--- src/rtl/uwv_defs.vh ---
`ifndef UWV_DEFS_VH
`define UWV_DEFS_VH
// Register byte address (no offset documented)
`define UWV_CTRL_ADDR        12'h000
`define UWV_CTRL_IDX         10'h000
// Field positions
`define UWV_BIT_EVENT        26
`define UWV_BIT_RESUME       25
`define UWV_BIT_ACTIVITY     24
`define UWV_BIT_RSVD_ONE     15
`define UWV_BIT_ID_OVR_EN    9
`define UWV_BIT_ID_OVR_VAL   8
`define UWV_BIT_PHY_ID_EN    7
`define UWV_BIT_VBUS_EN      6
`define UWV_BIT_ASESS_EN     5
`define UWV_BIT_BSESS_EN     4
`define UWV_BIT_SEND_EN      3
`define UWV_BIT_EVENT_IE     2
`define UWV_BIT_RESUME_IE    1
`define UWV_BIT_WAKE_EN      0
// Writable control bits 9:0 and reset values
`define UWV_CTRL_W           10
`define UWV_CTRL_RST         10'h000
`define UWV_ACT_RST          1'b1
// AXI responses
`define UWV_RESP_OKAY        2'b00
`define UWV_RESP_SLVERR      2'b10
`endif

--- src/rtl/uwv_ctrl.v ---
// Local design decisions: register access over AXI4-Lite and the address map.
`timescale 1ns/100ps
`include "uwv_defs.vh"
module uwv_ctrl (
   // Clock and reset
   input  wire        ref_clk,
   input  wire        sys_rst,
   // AXI4-Lite slave
   input  wire [11:0] s_axi_awaddr,
   input  wire        s_axi_awvalid,
   output wire        s_axi_awready,
   input  wire [31:0] s_axi_wdata,
   input  wire [3:0]  s_axi_wstrb,
   input  wire        s_axi_wvalid,
   output wire        s_axi_wready,
   output reg  [1:0]  s_axi_bresp,
   output reg         s_axi_bvalid,
   input  wire        s_axi_bready,
   input  wire [11:0] s_axi_araddr,
   input  wire        s_axi_arvalid,
   output wire        s_axi_arready,
   output reg  [31:0] s_axi_rdata,
   output reg  [1:0]  s_axi_rresp,
   output reg         s_axi_rvalid,
   input  wire        s_axi_rready,
   // PHY and bus indications (asynchronous)
   input  wire        phy_id,
   input  wire        phy_vbus_valid,
   input  wire        phy_a_sess_valid,
   input  wire        phy_b_sess_valid,
   input  wire        phy_sess_end,
   input  wire        bus_event,
   input  wire        bus_resume,
   input  wire        bus_suspended,
   input  wire        bus_activity,
   // Outputs to controller
   output reg         usb_id,
   output reg         vbus_valid,
   output reg         a_sess_valid,
   output reg         b_sess_valid,
   output reg         sess_end,
   output reg         event_irq,
   output reg         resume_irq,
   output reg         wake_req
);
   // Two-stage synchronisers for all nine asynchronous inputs
   wire [8:0] async_in = {bus_activity, bus_suspended, bus_resume, bus_event, phy_sess_end,
                          phy_b_sess_valid, phy_a_sess_valid, phy_vbus_valid, phy_id};
   reg  [8:0] sync1_reg;
   reg  [8:0] sync2_reg;
   always @(posedge ref_clk or posedge sys_rst) begin
      if (sys_rst) begin
         sync1_reg <= 9'h000;
         sync2_reg <= 9'h000;
      end else begin
         sync1_reg <= async_in;
         sync2_reg <= sync1_reg;
      end
   end
   wire s_id   = sync2_reg[0];
   wire s_vbus = sync2_reg[1];
   wire s_asv  = sync2_reg[2];
   wire s_bsv  = sync2_reg[3];
   wire s_send = sync2_reg[4];
   wire s_evt  = sync2_reg[5];
   wire s_res  = sync2_reg[6];
   wire s_susp = sync2_reg[7];
   wire s_act  = sync2_reg[8];

   // Registers
   reg  [`UWV_CTRL_W-1:0] ctrl_reg;
   reg  [`UWV_CTRL_W-1:0] ctrl_next;
   reg                    act_reg;
   reg                    act_next;
   reg                    act_prev_reg;
   reg                    aw_hold_reg;
   reg                    w_hold_reg;
   reg  [11:0]            awaddr_reg;
   reg  [31:0]            wdata_reg;
   reg  [3:0]             wstrb_reg;

   // Event and resume flags follow live conditions, so no separate clear is needed
   wire evt_flag = s_evt & ctrl_reg[`UWV_BIT_EVENT_IE];
   wire res_flag = s_res & s_susp;
   // Edge detector starts at the idle level of the pin, so reset gives no false edge
   wire act_rise = s_act & ~act_prev_reg;

   // Word decode shared by the write and read channels
   function addr_hit;
      input [11:0] a;
      begin
         addr_hit = (a[11:2] == `UWV_CTRL_IDX);
      end
   endfunction

   function [31:0] read_word;
      input [`UWV_CTRL_W-1:0] c;
      input                   a;
      input                   e;
      input                   r;
      begin
         read_word = 32'h0000_0000;
         read_word[`UWV_BIT_EVENT]    = e;
         read_word[`UWV_BIT_RESUME]   = r;
         read_word[`UWV_BIT_ACTIVITY] = a;
         read_word[`UWV_BIT_RSVD_ONE] = 1'b1;
         read_word[`UWV_CTRL_W-1:0]   = c;
      end
   endfunction

   // Write channel: address and data taken in either order
   assign s_axi_awready = ~aw_hold_reg & ~s_axi_bvalid;
   assign s_axi_wready  = ~w_hold_reg & ~s_axi_bvalid;
   wire aw_ok = aw_hold_reg | (s_axi_awvalid & s_axi_awready);
   wire w_ok  = w_hold_reg | (s_axi_wvalid & s_axi_wready);
   wire [11:0] wr_addr = aw_hold_reg ? awaddr_reg : s_axi_awaddr;
   wire [31:0] wr_data = w_hold_reg ? wdata_reg : s_axi_wdata;
   wire [3:0]  wr_strb = w_hold_reg ? wstrb_reg : s_axi_wstrb;
   wire do_write = aw_ok & w_ok & ~s_axi_bvalid;
   wire hit_w    = addr_hit(wr_addr);
   wire hit_r    = addr_hit(s_axi_araddr);

   assign s_axi_arready = ~s_axi_rvalid;

   // Write address is parked until its data arrives
   always @(posedge ref_clk or posedge sys_rst) begin
      if (sys_rst) begin
         aw_hold_reg <= 1'b0;
         awaddr_reg  <= 12'h000;
      end else begin
         if (do_write) begin
            aw_hold_reg <= 1'b0;
         end else if (s_axi_awvalid & s_axi_awready) begin
            aw_hold_reg <= 1'b1;
         end
         if (s_axi_awvalid & s_axi_awready) begin
            awaddr_reg <= s_axi_awaddr;
         end
      end
   end

   // Write data is parked until its address arrives
   always @(posedge ref_clk or posedge sys_rst) begin
      if (sys_rst) begin
         w_hold_reg <= 1'b0;
         wdata_reg  <= 32'h0000_0000;
         wstrb_reg  <= 4'h0;
      end else begin
         if (do_write) begin
            w_hold_reg <= 1'b0;
         end else if (s_axi_wvalid & s_axi_wready) begin
            w_hold_reg <= 1'b1;
         end
         if (s_axi_wvalid & s_axi_wready) begin
            wdata_reg <= s_axi_wdata;
            wstrb_reg <= s_axi_wstrb;
         end
      end
   end

   // Write response; both readies stay low until it is accepted
   always @(posedge ref_clk or posedge sys_rst) begin
      if (sys_rst) begin
         s_axi_bvalid <= 1'b0;
         s_axi_bresp  <= 2'b00;
      end else begin
         if (do_write) begin
            s_axi_bvalid <= 1'b1;
            s_axi_bresp  <= hit_w ? `UWV_RESP_OKAY : `UWV_RESP_SLVERR;
         end else if (s_axi_bvalid & s_axi_bready) begin
            s_axi_bvalid <= 1'b0;
         end
      end
   end

   // Control bits; lane 2 has no storage and lane 3 holds only the activity bit below
   always @* begin
      ctrl_next = ctrl_reg;
      if (do_write & hit_w & wr_strb[0]) begin
         ctrl_next[7:0] = wr_data[7:0];
      end
      if (do_write & hit_w & wr_strb[1]) begin
         ctrl_next[9:8] = wr_data[9:8];
      end
   end

   // Writing a one to bit 24 leaves it alone; a set in the same cycle wins
   always @* begin
      act_next = act_reg;
      if (act_rise) begin
         act_next = 1'b1;
      end else if (do_write & hit_w & wr_strb[3] & ~wr_data[`UWV_BIT_ACTIVITY]) begin
         act_next = 1'b0;
      end
   end

   always @(posedge ref_clk or posedge sys_rst) begin
      if (sys_rst) begin
         ctrl_reg     <= `UWV_CTRL_RST;
         act_reg      <= `UWV_ACT_RST;
         act_prev_reg <= 1'b0;
      end else begin
         ctrl_reg     <= ctrl_next;
         act_reg      <= act_next;
         act_prev_reg <= s_act;
      end
   end

   // Read channel; flags are sampled live when the address is taken
   always @(posedge ref_clk or posedge sys_rst) begin
      if (sys_rst) begin
         s_axi_rvalid <= 1'b0;
         s_axi_rresp  <= 2'b00;
         s_axi_rdata  <= 32'h0000_0000;
      end else begin
         if (s_axi_arvalid & s_axi_arready) begin
            s_axi_rvalid <= 1'b1;
            if (hit_r) begin
               s_axi_rdata <= read_word(ctrl_reg, act_reg, evt_flag, res_flag);
               s_axi_rresp <= `UWV_RESP_OKAY;
            end else begin
               s_axi_rdata <= 32'h0000_0000;
               s_axi_rresp <= `UWV_RESP_SLVERR;
            end
         end else if (s_axi_rvalid & s_axi_rready) begin
            s_axi_rvalid <= 1'b0;
         end
      end
   end

   // Gated copies toward the controller, registered below
   reg                    usb_id_next;
   reg                    vbus_next;
   reg                    a_sess_next;
   reg                    b_sess_next;
   reg                    sess_end_next;
   reg                    event_next;
   reg                    resume_next;
   reg                    wake_next;
   always @* begin
      if (ctrl_reg[`UWV_BIT_ID_OVR_EN]) begin
         usb_id_next = ctrl_reg[`UWV_BIT_ID_OVR_VAL];
      end else begin
         usb_id_next = s_id & ctrl_reg[`UWV_BIT_PHY_ID_EN];
      end
      vbus_next     = s_vbus & ctrl_reg[`UWV_BIT_VBUS_EN];
      a_sess_next   = s_asv & ctrl_reg[`UWV_BIT_ASESS_EN];
      b_sess_next   = s_bsv & ctrl_reg[`UWV_BIT_BSESS_EN];
      sess_end_next = s_send & ctrl_reg[`UWV_BIT_SEND_EN];
      event_next    = evt_flag;
      resume_next   = res_flag & ctrl_reg[`UWV_BIT_RESUME_IE];
      wake_next     = act_reg & ctrl_reg[`UWV_BIT_WAKE_EN];
   end

   // Registered outputs toward the controller
   always @(posedge ref_clk or posedge sys_rst) begin
      if (sys_rst) begin
         usb_id       <= 1'b0;
         vbus_valid   <= 1'b0;
         a_sess_valid <= 1'b0;
         b_sess_valid <= 1'b0;
         sess_end     <= 1'b0;
         event_irq    <= 1'b0;
         resume_irq   <= 1'b0;
         wake_req     <= 1'b0;
      end else begin
         usb_id       <= usb_id_next;
         vbus_valid   <= vbus_next;
         a_sess_valid <= a_sess_next;
         b_sess_valid <= b_sess_next;
         sess_end     <= sess_end_next;
         event_irq    <= event_next;
         resume_irq   <= resume_next;
         wake_req     <= wake_next;
      end
   end
endmodule // uwv_ctrl

--- config.mk ---
export PLATFORM = sky130hd
export DESIGN_NAME = uwv_ctrl
export DESIGN_NICKNAME = d
export VERILOG_FILES = /design/src/rtl/uwv_ctrl.v
export VERILOG_INCLUDE_DIRS = /design/src /design/src/rtl
export SDC_FILE = /design/constraint.sdc
export NUM_CORES = 1
export LEC_CHECK = 0
export ABC_CLOCK_PERIOD_IN_PS = 5500
export BUFFER_PORTS_ARGS = -buffer_cell sky130_fd_sc_hd__clkbuf_2
export CAP_MARGIN = 15
export CORE_ASPECT_RATIO = 0.6
export CORE_MARGIN = 4
export CORE_UTILIZATION = 52
export CTS_CLUSTER_DIAMETER = 100
export DETAILED_ROUTE_END_ITERATION = 16
export PLACE_DENSITY = 0.95
export SYNTH_ARGS = -nofsm -noshare
export SYNTH_HDL_FRONTEND = slang
export SYNTH_SLANG_ARGS = --single-unit
--- constraint.sdc ---
create_clock -name ref_clk -period 5.5 [get_ports ref_clk]
set_clock_uncertainty 0.2 [all_clocks]
set_input_delay 0.55 -clock ref_clk [delete_from_list [all_inputs] [get_ports ref_clk]]
set_output_delay 0.55 -clock ref_clk [all_outputs]
set_load 0.005 [all_outputs]
==> metrics.md <==
| Metric | Value |
|---|---|
| Status | finished, final reports clean |
| Die Wd | 109.0 um |
| Least-Margin Pin Slew | 0.9783 ns |
| H-tree Lvls | 3 |
| Num CTS Buffers | 9 |
| WL/cell | 15.34 um |
| Die ar. | 0.007481 mm^2 |
| Peak supply drop | 229.5 uV |
| Initial antenna violation count | 0 |
| Maxcap violations | 0 |
| Post-Syn Area | 0.003184 mm^2 |
| Worst EP arrival | 2.55 ns |
| Synth cell types | 30 |
| Setup TNS | 0 ns |
| # DRC | 0 |
| Max FFs per register | 14 |
| Synth area leader | dfrtp_1 |
| Fillers | 434 |
| Buffers and inverters on the worst path | 0 |
| Worst Setup End Kind | flop |
| # diodes | 0 |
| Drt pass-1 iters | 4 |
| CP max stage cell | dfrtp_1 |
| Worst skew pair latency | 0.34 ns |
| Flops & latches, synth | 82 |
| Post-layout nets | 380 |
| Worst-path fanout max | 18 |
| Initial drt markers | 74 |
| Row count | 21 |
| Slew headroom | 34.78% |
| Power, Total | 1.552 mW |
| Power per cell area | 411.4 mW/mm^2 |
| DIE HEIGHT | 68.62 um |
| Routed via count | 1922 |
| Slew Viols, Final | 0 |
| P_sw | 431.3 uW |
| Final Hold Fails | 0 |
| Final Non-Filler Cells | 389 |
| Initial core utilization | 55.34% |
| Vias in the first global route | 1917 |
| Tightest Hold Check Type | input pin to flop |
| Clock tree buffer depth | 2 |
| Final period utilization | 45.77% |
| CP cell instances | o21bai_1 -> a211oi_4 -> mux2_2 |
| Yosys top cell area share | 63.65% |
| Final ANT Viol Nets | 0 |
| Largest net degree at the start of global routing | 83 |
| Synth area leaders | dfrtp_1 (64%), mux2_2 (16%), buf_4 (5.0%) |
| Seq/Total Area, Yosys | 64.48% |
| Worst EP required | 5.53 ns |
| Global placer's final weighted congestion | 0.7313 |
| Stages on the worst setup path | 3 |
| CTS tree | yes |
| Worst Setup Path Type | flop to flop |
| Area Overhead vs Synth | 18.47% |
| Clk pwr share | 27.9% |
| Slowest cell delay on critical path | 0.84 ns |
| First-pass GRT wire length | 9.363 mm |
| Final setup vio count | 0 |
| Minimum clock period after layout | 2.517 ns |
| Clock Tree Root | clkbuf_8 |
| Part of the power in registers | 52.2% |
| DP Cell Count | 373 |
| PostCTS Resize Cnt | 0 |
| CP delay by family, top | compound AO/OA/AOI/OAI gates |
| Int Power | 1.121 mW |
| HPWL Detailed | 4.339 mm |
| CTS Hold Bufs | 0 |
| Io pins | 125 |
| Reg2reg path depth | 3 |
| Net Sw Frac | 27.79% |
| Synthesized instance count | 223 |
| PortBufs | 78 |
| CORE AREA | 0.005754 mm^2 |
| Cell leakage power | 1.901 nW |
| Ys Warns | 0 |
| Combinational Power Share | 19.9% |
| RSZ-0062 raised after global routing | no |
| Hold path cells | 1 |
| Fmax | 0.3973 GHz |
| CP startpoint kind | flop |
| GRT Residual Overflow | 0 |
| Sink Count | 82 |
| Worst-path clk slew | 0.09 ns |
| Syn_area_per_cell | 14.28 um^2 |
| Post-CTS Setup Repair Bufs | 0 |
| All-Layer GR Usage | 17.01% |
| Detailed Route WL | 5.967 mm |
| Proportion of layout cells with a drive suffix above 1 | 46.28% |
| Via-to-Cell Ratio | 4.941 |
[metrics by stage]
stage,hold slack (ns),utilization [%],area (um^2),setup slack [ns]
finish,0.1037,65.56,3772,2.983
global route,0.08037,65.56,3772,2.815
CTS,0.08439,65.56,3772,2.954
detailed placement,0.1347,62.08,3572,2.916
global placement,0.1322,62.08,3572,2.958
floorplan,0.1312,-,3256,2.643
[power by group through the flow]
stage	Sequential (mW)	Clock, mW	Combinational [mW]
4_1_cts	0.810	0.444	0.315
3_5_place_dp	0.821	0	0.313
3_3_place_gp	0.812	0	0.297
2_1_floorplan	0.781	0	0.264
6_report	0.811	0.432	0.309
5_1_grt	0.829	0.474	0.344
[per-layer routing]
| layer | vias to the layer above | global-route usage, % | wire length [um] | share of wire [%] |
|---|---|---|---|---|
| met4 | 0 | 6.614 | 53 | 0.89 |
| met2 | 60 | 27.45 | 2847 | 48 |
| met5 | - | 0 | 0 | 0 |
| met3 | 8 | 6.047 | 486 | 8.1 |
| met1 | 952 | 21.37 | 2580 | 43 |
| li1 | 902 | - | - | - |
[layout make-up]
| class | instances | area, um^2 | share of cell area, % |
|---|---|---|---|
| flip-flops and latches | 82 | 2053 | 54.43 |
| clock buffers | 9 | 123.9 | 3.284 |
| inverters | 7 | 27.53 | 0.7297 |
| well taps | 80 | 100.1 | 2.653 |
| multi-input cells | 124 | 985.9 | 26.14 |
| clock inverters | 7 | 76.32 | 2.023 |
| repair buffers | 80 | 405.4 | 10.75 |
[cell usage in the layout, fill, tap and decap left out, drive strengths merged]
cell       n
clkbuf    87
dfrtp     81
mux2      44
conb      20
a22o      12
inv        8
and2       7
nor4       6
nand2      5
o21ai      4
clkinv     3
a211oi     3
nor2       2
nor3       2
and3       2
nand3      2
mux2i      2
o21bai     2
nor2b      2
o21a       2
clkinvlp   2
buf        2
nand2b     1
a21o       1
a32o       1
nor3b      1
a21oi      1
o32a       1
o22ai      1
dfstp      1
bufinv     1
[worst register-to-register path, delay by kind of cell, from the launching register on]
kind | cells | cell delay, ns
AOI/OAI and AO/OA | 2 | 0.96
DFF | 1 | 0.84
muxes | 1 | 0.40
[synth_stat cells, drive strengths merged]
library cell	n
buf	23
nor3b	1
mux2	44
and3	2
o21ai	4
o21a	2
a211oi	3
a22o	12
nor2b	2
a21o	1
nor2	2
inv	7
nor4	6
dfrtp	81
and2	7
a32o	1
mux2i	2
clkbuf	6
o32a	1
o22ai	1
nand2b	1
nand3	2
nor3	2
a21oi	1
nand2	5
conb	1
dfstp	1
o21bai	2
[kinds of logic after synthesis]
group	after synthesis	share of synthesized area, %
AOI/OAI and AO/OA	28	7.190
buffers and inverters	36	6.798
DFF	82	64.48
muxes	46	16.19
other	1	0.1178
and+or+nand+nor	30	5.226
[worst paths after layout]
check	from	endpoint	slack, ns
max	w_hold_reg$_DFFE_PP0P_	ctrl_reg[5]$_DFFE_PP0P_	2.98
min	bus_event	sync1_reg[5]$_DFF_PP0_	0.10
max reg2reg	w_hold_reg$_DFFE_PP0P_	ctrl_reg[5]$_DFFE_PP0P_	2.98
min reg2reg	sync1_reg[8]$_DFF_PP0_	sync2_reg[8]$_DFF_PP0_	0.15
max in group asynchronous	sys_rst	wdata_reg[5]$_DFFE_PP0P_	4.20
min in group asynchronous	sys_rst	sync1_reg[2]$_DFF_PP0_	0.29
No activity file was read; power rests on OpenSTA's default activity.
